[config.mk]
export PLATFORM = sky130hd
export DESIGN_NAME = cgps_top
export DESIGN_NICKNAME = d
export VERILOG_FILES = /design/src/shared/cgps_pkg.sv /design/src/cgps_top.sv /design/src/cgps_osc_watch.sv
export SDC_FILE = /design/constraint.sdc
export NUM_CORES = 1
export LEC_CHECK = 0
export ABC_AREA = 1
export ABC_CLOCK_PERIOD_IN_PS = 2000
export BUFFER_PORTS_ARGS = -buffer_cell sky130_fd_sc_hd__buf_2
export CORE_ASPECT_RATIO = 1.4
export CORE_MARGIN = 2
export CORE_UTILIZATION = 52
export CTS_CLUSTER_DIAMETER = 80
export DETAILED_ROUTE_END_ITERATION = 7
export HOLD_SLACK_MARGIN = 0.15
export PLACE_DENSITY = 0.78
export SKIP_LAST_GASP = 1
export SYNTH_ARGS = -nofsm -noshare
export SYNTH_HDL_FRONTEND = slang
export SYNTH_HIERARCHICAL = 1
export SYNTH_SLANG_ARGS = --single-unit
[constraint.sdc]
create_clock -name mclk -period 2 [get_ports mclk]
set_input_delay 0 -clock mclk [delete_from_list [all_inputs] [get_ports mclk]]
set_output_delay 0 -clock mclk [all_outputs]
set_load 0.005 [all_outputs]
[src/shared/cgps_pkg.sv]
// Constants shared by the clock generator and power-save sequencer.
package cgps_pkg;

    // ------------------------------------------------------------
    // Register offsets
    // ------------------------------------------------------------
    localparam logic [31:0] ADR_MULT_MODE = 32'hfffff82c;
    localparam logic [31:0] ADR_CPU_DIV   = 32'h0ffff828;
    localparam logic [31:0] ADR_PSC       = 32'hfffff1fe;
    localparam logic [31:0] ADR_KIND      = 32'hfffff820;
    localparam logic [31:0] ADR_SETTLE    = 32'h0ffff6c0;
    localparam logic [31:0] ADR_WATCH     = 32'hfffff870;

    // ------------------------------------------------------------
    // Field positions
    // ------------------------------------------------------------
    localparam int BIT_PATH     = 1;
    localparam int BIT_MODE_ONE = 0;
    localparam int BIT_IWB      = 4;
    localparam int BIT_STB      = 1;
    localparam int BIT_STOP     = 0;
    localparam int BIT_WEN      = 0;

    // ------------------------------------------------------------
    // Reset values and codes
    // ------------------------------------------------------------
    localparam logic [1:0]  RST_DIV     = 2'h3;
    localparam logic [3:0]  RST_SETTLE  = 4'h4;
    localparam logic [3:0]  SETTLE_MIN  = 4'h4;
    localparam logic [3:0]  SETTLE_MAX  = 4'h8;
    localparam int          SETTLE_BASE = 10;
    localparam logic [19:0] OST_CLEAR   = 20'h00000;

    // ------------------------------------------------------------
    // Timing
    // ------------------------------------------------------------
    localparam int CLK_MHZ     = 250;
    localparam int WATCH_NS    = 250;
    localparam int WATCH_CYC   = WATCH_NS * CLK_MHZ / 1000;
    localparam logic [7:0] WATCH_LIM = 8'(WATCH_CYC);

    typedef enum logic [2:0] {
        ST_RST_FIX  = 3'b100,
        ST_RST_LOCK = 3'b101,
        ST_RUN      = 3'b001,
        ST_HALT     = 3'b000,
        ST_IDLE     = 3'b011,
        ST_STOP     = 3'b010,
        ST_WAKE     = 3'b110,
        ST_LOCK     = 3'b111
    } cgps_state_e;

endpackage : cgps_pkg

[src/cgps_top.sv]
// Clock generator and power-save sequencer with its register file.
// ------------------------------------------------------------
// How it works
// - System clock is oscillator direct when path bit 0, times-8 multiplier when 1.
// - Two-bit divider gives full, half, quarter or eighth clock; resets to 3.
// - Divider, power-save and watch registers update only on protected writes.
// - Standby bit 1 enters standby; software sets divider to 3 first.
// - Interrupt wake block bit 0 lets maskable interrupts end standby; 1 does not.
// - Kind bit picks idle at 0, stop at 1, used only on standby.
// - Halt stops CPU; idle also bus, peripheral, watchdog; stop stops all.
// - Settle code 4..8 selects 2^14..2^18 oscillator periods; resets to 4.
// - Settle select register takes byte writes only, never single-bit writes.
// - Entering stop halts oscillator and multiplier and clears settle counter.
// - Stop wake restarts oscillator, counts settle time, multiplier starts at half.
// - Second half is lock wait; afterwards clocks resume in prior state.
// - After reset multiplier stays off for a fixed time, then lock counted.
// - Lock done: counter cleared, CPU leaves reset direct path, divide by eight.
// - Watch enable bit cannot be cleared by software, only by reset.
// - Watch is suspended during stop wake counting and debug break.
// - Watch spots stopped oscillator and forces motor timer outputs to float.
// ------------------------------------------------------------
module cgps_top #(
    parameter logic [19:0] RST_FIX_TICKS  = 20'h04000,
    parameter logic [19:0] RST_LOCK_TICKS = 20'h02000,
    parameter logic [4:0]  SETTLE_CUT     = 5'h00
) (
    // Clock and reset
    input  wire logic        mclk,
    input  wire logic        arst_n,
    // Register port
    input  wire logic [31:0] addr,
    input  wire logic [7:0]  wdata,
    input  wire logic        wr,
    input  wire logic        rd,
    input  wire logic        bit_op,
    input  wire logic [2:0]  bit_sel,
    input  wire logic        prot_wr_en,
    output logic      [7:0]  rdata_q,
    // Events and pins
    input  wire logic        osc_tick,
    input  wire logic        osc_level,
    input  wire logic        maskable_irq_request,
    input  wire logic        nmi_req,
    input  wire logic        halt_req,
    input  wire logic        dbg_break,
    input  wire logic        multiplier_range_pin,
    // Clock controls
    output logic             osc_run_q,
    output logic             pll_run_q,
    output logic             multiplier_path_q,
    output logic      [1:0]  cpu_div_q,
    output logic             cpu_clk_en_q,
    output logic             bus_clk_en_q,
    output logic             periph_clk_en_q,
    output logic             wdt_clk_en_q,
    output logic             pll_range_q,
    output logic             cpu_rst_n_q,
    output logic             motor_hiz_q
);
    import cgps_pkg::*;

    typedef struct packed {
        cgps_state_e state;
        logic [19:0] settle_counter;
        logic        path;
        logic [1:0]  div;
        logic        iwb;
        logic        stb;
        logic        stop;
        logic [3:0]  code;
        logic        wen;
        logic        cpu_rst_n;
        logic        osc;
        logic        pll;
        logic        cpu;
        logic        bus;
        logic        per;
        logic        wdt;
        logic        rng;
        logic [7:0]  rdata;
    } cgps_st_s;

    cgps_st_s st_q;
    cgps_st_s st_d;

    logic        wake_ok;
    logic        suspend;
    logic        hiz;
    logic [19:0] len;
    logic [7:0]  wv;

    // ------------------------------------------------------------
    // Helpers
    // ------------------------------------------------------------
    function automatic logic [19:0] settle_len(input logic [3:0] c);
        logic [4:0] sh;
        sh = 5'(c) + 5'(SETTLE_BASE) - SETTLE_CUT;
        return 20'h00001 << sh;
    endfunction : settle_len

    function automatic logic [7:0] merge(input logic [7:0] old,
                                         input logic [7:0] wd,
                                         input logic       bo,
                                         input logic [2:0] sel);
        logic [7:0] m;
        m = 8'h01 << sel;
        return bo ? ((old & ~m) | (wd & m)) : wd;
    endfunction : merge

    function automatic logic is_wr(input logic [31:0] a,
                                   input logic [31:0] target);
        return (a == target);
    endfunction : is_wr

    // A settling oscillator, a deliberately stopped one or a debug break
    // hides the oscillator from the watch, so a failure during a break is masked.
    assign suspend = dbg_break || !st_q.osc
                     || st_q.state == ST_WAKE || st_q.state == ST_LOCK;
    assign wake_ok = nmi_req || (maskable_irq_request && !st_q.iwb);
    assign len     = settle_len(st_q.code);

    cgps_osc_watch u_watch (
        .mclk      (mclk),
        .arst_n    (arst_n),
        .enable    (st_q.wen),
        .suspend   (suspend),
        .osc_level (osc_level),
        .stopped_q (hiz)
    );

    // ------------------------------------------------------------
    // Next state
    // ------------------------------------------------------------
    always_comb begin
        st_d       = st_q;
        st_d.rdata = 8'h00;
        wv         = 8'h00;
        // Register writes.
        if (wr) begin
            if (is_wr(addr, ADR_MULT_MODE)) begin
                wv = merge({6'h00, st_q.path, 1'b1}, wdata, bit_op, bit_sel);
                st_d.path = wv[BIT_PATH];
            end
            if (is_wr(addr, ADR_CPU_DIV) && prot_wr_en) begin
                wv = merge({6'h00, st_q.div}, wdata, bit_op, bit_sel);
                st_d.div = wv[1:0];
            end
            if (is_wr(addr, ADR_PSC) && prot_wr_en) begin
                wv = merge({3'h0, st_q.iwb, 2'h0, st_q.stb, 1'b0},
                           wdata, bit_op, bit_sel);
                st_d.iwb = wv[BIT_IWB];
                st_d.stb = wv[BIT_STB];
            end
            if (is_wr(addr, ADR_KIND)) begin
                wv = merge({7'h00, st_q.stop}, wdata, bit_op, bit_sel);
                st_d.stop = wv[BIT_STOP];
            end
            if (is_wr(addr, ADR_SETTLE) && !bit_op
                && wdata[3:0] >= SETTLE_MIN && wdata[3:0] <= SETTLE_MAX) begin
                st_d.code = wdata[3:0];
            end
            if (is_wr(addr, ADR_WATCH) && prot_wr_en) begin
                wv = merge({7'h00, st_q.wen}, wdata, bit_op, bit_sel);
                st_d.wen = st_q.wen | wv[BIT_WEN];
            end
        end
        // Register reads; unmapped addresses read zero.
        if (rd) begin
            if (addr == ADR_MULT_MODE) begin
                st_d.rdata = {6'h00, st_q.path, 1'b1};
            end else if (addr == ADR_CPU_DIV) begin
                st_d.rdata = {6'h00, st_q.div};
            end else if (addr == ADR_PSC) begin
                st_d.rdata = {3'h0, st_q.iwb, 2'h0, st_q.stb, 1'b0};
            end else if (addr == ADR_KIND) begin
                st_d.rdata = {7'h00, st_q.stop};
            end else if (addr == ADR_SETTLE) begin
                st_d.rdata = {4'h0, st_q.code};
            end else if (addr == ADR_WATCH) begin
                st_d.rdata = {7'h00, st_q.wen};
            end
        end
        // Sequencer.
        unique case (st_q.state)
            ST_RST_FIX: begin
                st_d.rng = multiplier_range_pin;
                if (osc_tick) begin
                    st_d.settle_counter = st_q.settle_counter + 20'h00001;
                end
                if (st_q.settle_counter == RST_FIX_TICKS) begin
                    st_d.state          = ST_RST_LOCK;
                    st_d.settle_counter = OST_CLEAR;
                end
            end
            ST_RST_LOCK: begin
                if (osc_tick) begin
                    st_d.settle_counter = st_q.settle_counter + 20'h00001;
                end
                if (st_q.settle_counter == RST_LOCK_TICKS) begin
                    st_d.state          = ST_RUN;
                    st_d.settle_counter = OST_CLEAR;
                    st_d.cpu_rst_n      = 1'b1;
                end
            end
            ST_RUN: begin
                if (st_q.stb) begin
                    st_d.state = st_q.stop ? ST_STOP : ST_IDLE;
                    st_d.settle_counter = OST_CLEAR;
                end else if (halt_req) begin
                    st_d.state = ST_HALT;
                end
            end
            ST_HALT: begin
                if (maskable_irq_request || nmi_req) begin
                    st_d.state = ST_RUN;
                end
            end
            ST_IDLE: begin
                if (wake_ok) begin
                    st_d.state = ST_RUN;
                    st_d.stb   = 1'b0;
                end
            end
            ST_STOP: begin
                if (wake_ok) begin
                    st_d.state = ST_WAKE;
                end
            end
            ST_WAKE: begin
                if (osc_tick) begin
                    st_d.settle_counter = st_q.settle_counter + 20'h00001;
                end
                if (st_q.settle_counter == (len >> 1)) begin
                    st_d.state = ST_LOCK;
                end
            end
            ST_LOCK: begin
                if (osc_tick) begin
                    st_d.settle_counter = st_q.settle_counter + 20'h00001;
                end
                if (st_q.settle_counter == len) begin
                    st_d.state          = ST_RUN;
                    st_d.stb            = 1'b0;
                    st_d.settle_counter = OST_CLEAR;
                end
            end
            default: begin
                st_d.state = ST_RUN;
            end
        endcase
        // Clock gating follows the state being entered, so the gates
        // never lag the mode by a cycle.
        st_d.osc = st_d.state != ST_STOP;
        st_d.pll = !(st_d.state inside {ST_STOP, ST_WAKE, ST_RST_FIX});
        st_d.cpu = st_d.state inside {ST_RUN, ST_RST_FIX, ST_RST_LOCK};
        st_d.bus = st_d.state inside {ST_RUN, ST_HALT, ST_RST_FIX, ST_RST_LOCK};
        st_d.per = st_d.state inside {ST_RUN, ST_HALT};
        st_d.wdt = st_d.state inside {ST_RUN, ST_HALT};
    end

    // ------------------------------------------------------------
    // State register
    // ------------------------------------------------------------
    always_ff @(posedge mclk or negedge arst_n) begin
        if (!arst_n) begin
            st_q       <= '0;
            st_q.state <= ST_RST_FIX;
            st_q.div   <= RST_DIV;
            st_q.code  <= RST_SETTLE;
            st_q.osc   <= 1'b1;
            st_q.cpu   <= 1'b1;
            st_q.bus   <= 1'b1;
        end else begin
            st_q <= st_d;
        end
    end

    assign rdata_q           = st_q.rdata;
    assign osc_run_q         = st_q.osc;
    assign pll_run_q         = st_q.pll;
    assign multiplier_path_q = st_q.path;
    assign cpu_div_q         = st_q.div;
    assign cpu_clk_en_q      = st_q.cpu;
    assign bus_clk_en_q      = st_q.bus;
    assign periph_clk_en_q   = st_q.per;
    assign wdt_clk_en_q      = st_q.wdt;
    assign pll_range_q       = st_q.rng;
    assign cpu_rst_n_q       = st_q.cpu_rst_n;
    assign motor_hiz_q       = hiz;
endmodule : cgps_top

[src/cgps_osc_watch.sv]
// Oscillator stop detector sampled by the internal oscillation clock.
module cgps_osc_watch (
    // Clock and reset
    input  wire logic mclk,
    input  wire logic arst_n,
    // Control
    input  wire logic enable,
    input  wire logic suspend,
    input  wire logic osc_level,
    // Result
    output logic      stopped_q
);
    import cgps_pkg::*;

    typedef struct packed {
        logic       prev;
        logic [7:0] idle;
        logic       stop;
    } cgps_watch_s;

    cgps_watch_s w_q;
    cgps_watch_s w_d;

    // ------------------------------------------------------------
    // Edge timeout
    // ------------------------------------------------------------
    // The flag is sticky: outputs stay off until a reset, since a
    // restarted oscillator may still be unreliable.
    always_comb begin
        w_d      = w_q;
        w_d.prev = osc_level;
        if (!enable || suspend || (osc_level != w_q.prev)) begin
            w_d.idle = 8'h00;
        end else if (w_q.idle != WATCH_LIM) begin
            w_d.idle = w_q.idle + 8'h01;
        end
        if (enable && !suspend && w_q.idle == WATCH_LIM) begin
            w_d.stop = 1'b1;
        end
    end

    always_ff @(posedge mclk or negedge arst_n) begin
        if (!arst_n) begin
            w_q <= '0;
        end else begin
            w_q <= w_d;
        end
    end

    assign stopped_q = w_q.stop;

endmodule : cgps_osc_watch

==> flow_results.org, run 1 <==
** Final layout
- Antenna cells :: 0
- Number of flip-flops in the largest register :: 29
- After filler insertion, the fill cell instance count of the layout stands at slightly below 700.
- Most flop-heavy register :: st_q
- Share of cells above drive strength 1 :: 26.8%
- Post-layout instance count excluding filler cells :: 943
- After the last flow step, the layout net total stands at 901.
- Syn-to-layout area delta :: 34.5%

** Global routing
- Entering global routing, the biggest net connects 30 pins.
- The first global-routing pass estimated 22.9 mm of wire.
- Total congestion overflow after global routing :: 0
- The number of antenna violations at the first check in global routing was 0.
- Via count of the first global-routing pass :: around 5000
- Global routing used a little under a third of the available tracks across all layers.

** Setup path
- In this run the worst path has a maximum fanout of 5.
- For the worst flop-to-flop path, the logic depth is 13.
- Arr. time, crit path :: 2600 ps
- The critical path in this run is classified as reg2reg.
- The worst setup path is launched from a flop.
- The worst setup path is captured at a flop.
- At the worst endpoint, the required time is 2230 ps.

** Clock tree
- The tree is rooted in a clkbuf_16.
- Buffers inserted during clock tree synthesis total 5.
- No sink is reached through more buffers than the 2 on the longest clock path.
- Worst-Skew Late Latency :: approximately 300 ps
- Clock slew seen by the registers of the worst setup and hold paths :: 70 ps
- TritonCTS built the clock tree.
- Clk sink count :: 56
- H-tree level count :: 2

** Placed design
- The HPWL after detailed placement is 10.6 mm.
- Including well taps, the total number of placed cells is 908.
- Buffers placed on the I/O ports in this run total between 60 and 70.
- At the end of routability-driven placement, the weighted congestion stood at 0.982.

** Timing
- Summed over all failing endpoints, the final setup total negative slack is -8030 ps.
- Final Setup Violations :: 29
- Unrepaired setup endpoints after global routing :: true
- The final hold violation count was 0.
- Final worst path period need :: 2370 ps
- Of the available clock period, the critical path in the final layout requires 118%.
- The number of pins exceeding their max-slew limit in the final report is 0.
- Hold timing on the final database bottoms out at a slack of about 170 ps.
- Top achievable clock speed :: 422 MHz
- Clock skew on the completed layout was measured at 6.15 ps.
- Transition time at the pin with the least slew margin :: roughly 490 ps
- Relative slew slack :: 66.9%
- Final setup slack of the worst path :: -367 ps

** Synthesis
- Sequential elements use between 30% and 40% of the synthesized area.
- Async set-reset flop share out of synthesis :: 100%
- Fraction of synthesized area in multiplexers :: 0.745%
- Cell area after synthesis :: between 4000 and 5000 µm²
- Cell with the most instances after synthesis :: nand2_1
- #FFs+latches synth :: 56
- Top cell type's share of synthesized area :: 28.1%
- The synthesized netlist devotes 1.43% of its cell area to adder and majority cells.
- Simple logic cell fraction of the synthesized area :: 45.1%
- After Yosys synthesis, XOR and XNOR cells account for 1.81% of the synthesized area.
- After synthesis, the largest family of logic cells by area is simple AND/OR/NAND/NOR gates.
- After synthesis, the netlist uses 45 different library cells.
- Number of enable flip-flop cells after synthesis :: 0
- Cell type contributing the most total cell area after synthesis :: dfrtp_1
- The Yosys step of the flow raised 6 warnings.
- Most instantiated flip-flop cell in the synthesis netlist :: dfrtp_1
- Top cells by area in the synthesized netlist :: dfrtp_1 (28%), nand2_1 (20%), nor2_1 (8.7%)
- Top post-synthesis cells by count :: nand2_1 (227), nor2_1 (101), inv_1 (74)
- After synthesis, the mean cell area works out to 6.29 µm².
- Synthesis produced 694 cells.
- The synthesized netlist devotes 7.74% of its cell area to compound gates.

** Route
- Vias post-DR :: about 5100
- Final Routed Wirelength :: 13.9 mm
- Once detail routing completed, the nets flagged for antenna violations numbered 0.
- Violation count after the first detailed-routing iteration :: 235
- Via/cell ratio :: ~5.4
- After detailed routing, the number of remaining DRC violations is 0.
- The first detailed-routing pass ran for 5 iterations.
- After detailed routing, the average wire length per cell comes to 14.8 µm.

** Pwr
- For this design the ratio of total power to cell area is 704 nW/µm².
- The analysis attributes to cell leakage a power of 0.00290 µW.
- IR analysis of the VDD net gives a maximum drop of approximately 710 µV.

** Floorplanning
- The floorplan step defined a die boundary enclosing 9150 µm².
- After floorplanning, the core was divided into 39 placement rows.
- Pin placement for this block handled 76 I/O pins.
- Measured along the y axis, the die boundary spans 112 µm.
- For this configuration, the core starts out at a cell density of between 50% and 60%.
- The die is 81.4 µm wide.
- The core region is 8150 µm².

** Min path
- Worst Hold Depth :: 5
- The worst hold path belongs to the class in2reg.

** Outcome
- Failing checks :: negative setup slack
- Outcome :: complete, but fails checks

** Flow run
- Across the run, the number of max-cap violations was 0.
critical path: stages (launching register included):
cell and delay [ps]:
dfstp_2 570, ha_4 190, nand2_2 100, nor2_4 160
nand2_2 110, nand2_1 70, nand2_1 70, nor3_2 120
buf_4 140, nand2_1 60, nor2_2 140, nand3_1 140
a21boi_2 270, o21bai_4 170
placed cells by master, fill, tap and decap left out, types with 3 or more instances in the layout:
cell type,Yosys,layout
nand3_4,0,7
buf_6,1,3
nand2_4,1,3
buf_4,14,70
o21ai_0,28,27
dfstp_2,7,7
nor2_1,101,81
nand3b_1,4,4
conb_1,1,3
dlygate4sd3_1,0,20
clkbuf_16,0,5
nand4_1,24,24
buf_2,5,69
a21oi_1,17,17
nand2_2,6,6
nor2_4,2,8
nor3_1,15,14
dfrtp_1,49,49
nand3_2,2,5
nor4_1,7,7
xor2_1,8,8
inv_2,6,6
nand3_1,51,41
nand2_1,227,225
o21ai_1,6,7
nor2_2,3,17
ha_1,5,4
inv_1,74,73
logic make-up (layout without fill, tap and decap cells):
kind of cell	count (synthesis)	in the layout
AND/OR/NAND/NOR	451	452
buffers and inverters	108	252
AO/OA/AOI/OAI	61	61
flip-flops	56	56
XOR/XNOR	9	9
adder cells (fa/ha/maj)	5	5
multiplexers	3	3
other	1	3
final cells by class:
cell class              instances  area (µm²)  area share (%)
clock buffers                   5         125            2.13
well taps                     102         128            2.17
inverters                      81         313            5.33
flip-flops and latches         56        1410            24.0
repair buffers                163        1120            19.2
multi-input cells             533        2750            46.8
clock inverters                 3        23.8           0.405
stage by stage:
stage          utilization, %  power, µW  setup WS [ps]  instance area (µm²)
2_1_floorplan               -       2430           -139                 4460
5_1_grt                  72.0       4390           -498                 5870
3_3_place_gp             64.7       3040           -343                 5270
4_1_cts                  70.7       4020           -269                 5760
6_report                 72.0       4130           -367                 5870
3_5_place_dp             64.7       3080           -400                 5270
final timing paths:
path | end | slack [ps] | startpoint
setup / recovery | pll_run_q$_DFF_PN0_ | -370 | st_q[19]$_DFFE_PN1P_
hold / removal | flop | 170 | addr[3]
setup reg to reg | pll_run_q$_DFF_PN0_ | -370 | st_q[19]$_DFFE_PN1P_
hold reg to reg | u_watch/stopped_q$_DFFE_PN0P_ | 470 | u_watch/stopped_q$_DFFE_PN0P_
max in group asynchronous | asynchronous set/reset pin | 1430 | arst_n
min in group asynchronous | u_watch/w_q[3]$_DFFE_PN0P_ | 240 | arst_n
report_power, final:
group	internal, µW	switching [µW]	total [µW]
registers	1300	149	1450
clock network	467	431	898
logic	737	1050	1790
metal layers:
layer,GRT usage (%),vias up,wire length (µm)
met5,0,-,0
met4,17.2,0,697
met3,4.50,47,524
met2,59.0,179,7500
met1,33.2,2336,5220
li1,-,2501,-
what timing repair did:
item | in CTS | in global routing
buffers inserted | 4 | 2
pin swaps | 8 | 5
gates cloned | 1 | 0
resized for setup | 24 | 22
setup endpoints to repair | 29 | 30
hold endpoints to repair | 76 | 0
hold buffers | 20 | 0
(Power assumes the default switching activity.)
==> inputs of run 2 (changes only) <==
--- a/config.mk
+++ b/config.mk
@@ -5,7 +5,7 @@
 export SDC_FILE = /design/constraint.sdc
 export NUM_CORES = 1
 export LEC_CHECK = 0
-export ABC_AREA = 1
+export ABC_AREA = 0
 export ABC_CLOCK_PERIOD_IN_PS = 2000
 export BUFFER_PORTS_ARGS = -buffer_cell sky130_fd_sc_hd__buf_2
 export CORE_ASPECT_RATIO = 1.4
==> run 2 against run 1 <==
The flow still finishes with violations (negative setup slack). Design area is 4.4% higher. Clock-buffer cell count stayed put. Combinational power is 87% lower. Global-route usage is 0.33 points lower. Sequential power is 21% lower. Register-to-register slack worse by 370 ps. First-iteration DRC count is 62% higher. Worst hold slack worse by 20 ps. Clock power is 3.1% higher. Die area is 2.4% higher. Wire length is 7.0% higher. Highest routed layer unchanged.
==> flow_results.org, run 2 <==
** Clock tree
- H-tree level count :: 2 (unchanged)
- Worst-Skew Late Latency :: 310 ps (about the same)
- Total clock buffers created by CTS :: 5 (unchanged)
- Clock buffer depth :: 2 (unchanged)
- CTS Root Buffer Type :: clkbuf_16
- The clock input transition at the sequential cells of the worst setup and hold paths is 80 ps (about the same).
- TritonCTS built the clock tree.
- Clk sink count :: 56 (unchanged)

** Global routing
- Overall track demand over capacity in global routing :: 31.5% (-0.33 points)
- Wire length of the first global-routing pass :: 22.6 mm (-1.3%)
- The number of antenna violations at the first check in global routing is 0 (unchanged).
- The largest net degree at the start of global routing came to 26 (-13%).
- The total congestion overflow after global routing came to 0 (unchanged).
- The number of global-route vias before repair is 4808 (-5.5%).

** Floorplanning
- Die X :: 82.4 µm (+1.2%)
- Die ar. :: 9380 µm² (+2.4%)
- The floorplan row count was 40 (+2.6%).
- The die outline height was 114 µm (+1.2%).
- The starting density of the core was 52.9% (-0.64 points).
- Count of boundary I/O pins :: 76 (unchanged)
- The area of the placeable core came to 8460 µm² (+3.8%).

** Placed design
- The total of buffers placed on input and output ports came to 69 (unchanged).
- The half-perimeter wire length after detailed placement was 10.7 mm (+1.2%).
- The placer congestion estimate came to 0.933 (-5.0%).

** Setup path
- Tracing the worst setup path back leads to its startpoint at st_q[19]$_DFFE_PN1P_.
- In this run the critical register-to-register path is launched from st_q[19]$_DFFE_PN1P_.
- The largest driver fanout on the critical path came to 8 (+3).
- Arr. time, crit path :: 2980 ps (+380 ps)
- STA classifies the critical path endpoint as a flop.
- The count of cells along the worst register-to-register path was 9 (-4).
- The internal reg-to-reg setup slack was -740 ps (-370 ps).
- Critical setup path kind :: reg2reg
- The required time of the critical path is 2240 ps (about the same).
- The worst register-to-register path ends at cpu_clk_en_q$_DFF_PN1_.
- The worst setup path is launched from a flop.

** Pwr
- The total power came to 2300 µW (-44%).
- The leakage component of the power was 0.00266 µW (-8.2%).
- The maximum vdd ir drop is 420 µV (-41%).
- The total power density per cell area came to 375 nW/µm² (-47%).

** Min path
- Worst hold endpoint :: u_watch/w_q[4]$_DFFE_PN0P_
- In this run the worst hold path is classified as in2reg.
- In this run the most critical hold path is launched from dbg_break.
- The worst hold path cell count is 5 (unchanged).

** Timing
- Final Setup Violations :: 29 (unchanged)
- The final hold violation count is 0 (unchanged).
- Final setup slack of the worst path :: -739 ps (-372 ps)
- Clock skew :: 8.93 ps (+2.77 ps)
- Final Hold Slack :: 147 ps (-19.6 ps)
- The headroom to the max-slew limit was 58.5% (-8.4 points).
- The post-route fraction of the period consumed by the critical path is 137% (+19 points).
- The pin slew with the least headroom to its limit was 622 ps (+129 ps).
- Setup repair after global routing could not meet its margin everywhere.
- The time the final worst path needs with I/O delays and setup is 2740 ps (+372 ps).
- The number of pins exceeding their max-slew limit in the final report came to 0 (unchanged).
- The total negative slack for setup checks came to -18330 ps (-10290 ps).
- Top achievable clock speed :: 365 MHz (-14%)

** Synthesis
- The post-synthesis cell area was 4480 µm² (+2.6%).
- #FFs+latches synth :: 56 (unchanged)
- Share of the yosys chip area belonging to registers :: 31.5% (-0.80 points)
- The number of enable-type register cells in the synthesized netlist was 0 (unchanged).
- The number of distinct library cells after synthesis was 87 (+93%).
- Among all cell types in the netlist, the one instantiated most often is dfrtp_1.
- The number of cells produced by synthesis came to 535 (-23%).
- Top cells by area in the synthesized netlist :: dfrtp_1 (27%), dfstp_2 (4.1%), nor2_1 (3.9%)
- In the synthesized netlist the dominant register cell turns out to be dfrtp_1.
- Top cell type's share of synthesized area :: 27.4% (-0.70 points)
- The share of flip-flops with an asynchronous set or reset after synthesis came to 100% (unchanged).
- Top post-synthesis cells by count :: dfrtp_1 (49), nor2_1 (46), nand2_1 (37)
- Cell type contributing the most total cell area after synthesis :: dfrtp_1
- The average instance area after synthesis came to 8.37 µm² (+33%).
- Count of warnings emitted by yosys :: 6 (unchanged)

** Final layout
- The utilization of the core after routing is 72.5% (+0.43 points).
- st_q holds more flip-flops than any other register.
- In the layout the commonest cells are buf_4 (110), buf_2 (69), dfrtp_1 (49), nor2_1 (44), nand2_1 (37).
- The fraction of layout instances using a drive strength above 1 was 38.9% (+12 points).
- Most common cell after layout, fill and taps aside :: buf_4
- The final net count was 754 (-16%).
- The number of flip-flops in the largest register is 29 (unchanged).
- Antenna cells :: 0 (unchanged)
- Number of filler instances in the final layout :: 628 (-8.9%)
- Relative to the synthesized area, the layout overhead comes to 36.9%.

** Route
- The number of DRC markers after the initial detailed-route iteration came to 380 (+62%).
- First-pass detailed-route iteration total :: 7 (+2)
- Vias post-DR :: 5008 (-1.1%)
- Number of routed nets with antenna violations :: 0 (unchanged)
- The routed via count divided by cell count came to 6.27 (+17%).
- The final wirelength is 14.9 mm (+7.0%).
- The mean routed wirelength per cell came to 18.7 µm (+26%).
- Remaining design rule violation count :: 0 (unchanged)

** Outcome
- Failing checks :: negative setup slack
- The run finished, with violations left.

** Flow run
- Max-cap viol count :: 0 (unchanged)
[run 2: cell types whose count changed after synthesis, sizes merged, moves of 11 or more]
cell	delta
a21oi	+11
o21ai	-17
inv	-54
nand3	-28
nand2	-197
a22o	+11
a21o	+11
clkbuf	+21
nor2	-59
[run 2: power breakdown]
group | internal (µW) | total (µW) | switching, µW
Sequential | 1140 | 1140 | 4.87
Clock | 469 | 926 | 457
Combinational | 107 | 227 | 120
Total | 1710 | 2300 | 582
[run 2: worst max-delay path, stage by stage, from the launching register on]
cell	delay [ps]
dfstp_2	570
ha_4	200
buf_6	140
or3b_4	390
or4b_4	490
o211ai_2	140
o211ai_1	160
a2111oi_4	310
o21ai_2	130
a21oi_2	130
[run 2: kinds of logic after synthesis]
kind of cell	after synthesis	synth area share (%)
compound gates	122	20.1
xor+xnor	3	0.587
fa+ha+maj	5	1.40
buf+inv	77	7.77
flops	56	31.5
mux	18	4.33
other cells	1	0.0838
simple gates	253	34.2
[run 2: area by class of cell]
class                   count  area (µm²)  share of cell area (%)
clock buffers               5         125                    2.04
multi-input cells         404        2920                    47.7
clock inverters             3        21.3                   0.347
well taps                 105         131                    2.14
inverters                  26        97.6                    1.59
repair buffers            200        1420                    23.2
flip-flops and latches     56        1410                    23.0
[run 2: layer usage]
metal,track usage (%),vias to the layer above,wire [µm]
li1,-,2302,-
met1,35.8,2421,5580
met2,55.8,229,7680
met3,3.80,56,858
met4,16.9,0,807
met5,0,-,0
[run 2: how the worst max path moves through the flow]
| stage | to | slack [ps] | depth (start not counted) |
|---|---|---|---|
| 6_report | cpu_clk_en_q$_DFF_PN1_ | -740 | 9 |
| 5_1_grt | cpu_clk_en_q$_DFF_PN1_ | -810 | 9 |
| 4_1_cts | cpu_clk_en_q$_DFF_PN1_ | -690 | 8 |
| 3_5_place_dp | cpu_clk_en_q$_DFF_PN1_ | -670 | 8 |
| 3_3_place_gp | cpu_clk_en_q$_DFF_PN1_ | -630 | 8 |
| 2_1_floorplan | cpu_clk_en_q$_DFF_PN1_ | -600 | 9 |
[run 2: metrics by stage]
stage / setup WS (ps) / cells / instance area (µm²)
2_1_floorplan: -605 / 537 / 4540
3_3_place_gp: -631 / 766 / 5570
3_5_place_dp: -675 / 766 / 5570
4_1_cts: -691 / 789 / 5870
5_1_grt: -811 / 799 / 6130
6_report: -739 / 799 / 6130
[run 2: what timing repair did]
item                       CTS  global route
hold buffers                14             0
buffers inserted             1             9
setup endpoints to repair   29            32
pin swaps                    1            13
hold endpoints to repair    42             0
gates resized for setup      2            36
cloned                       0             1
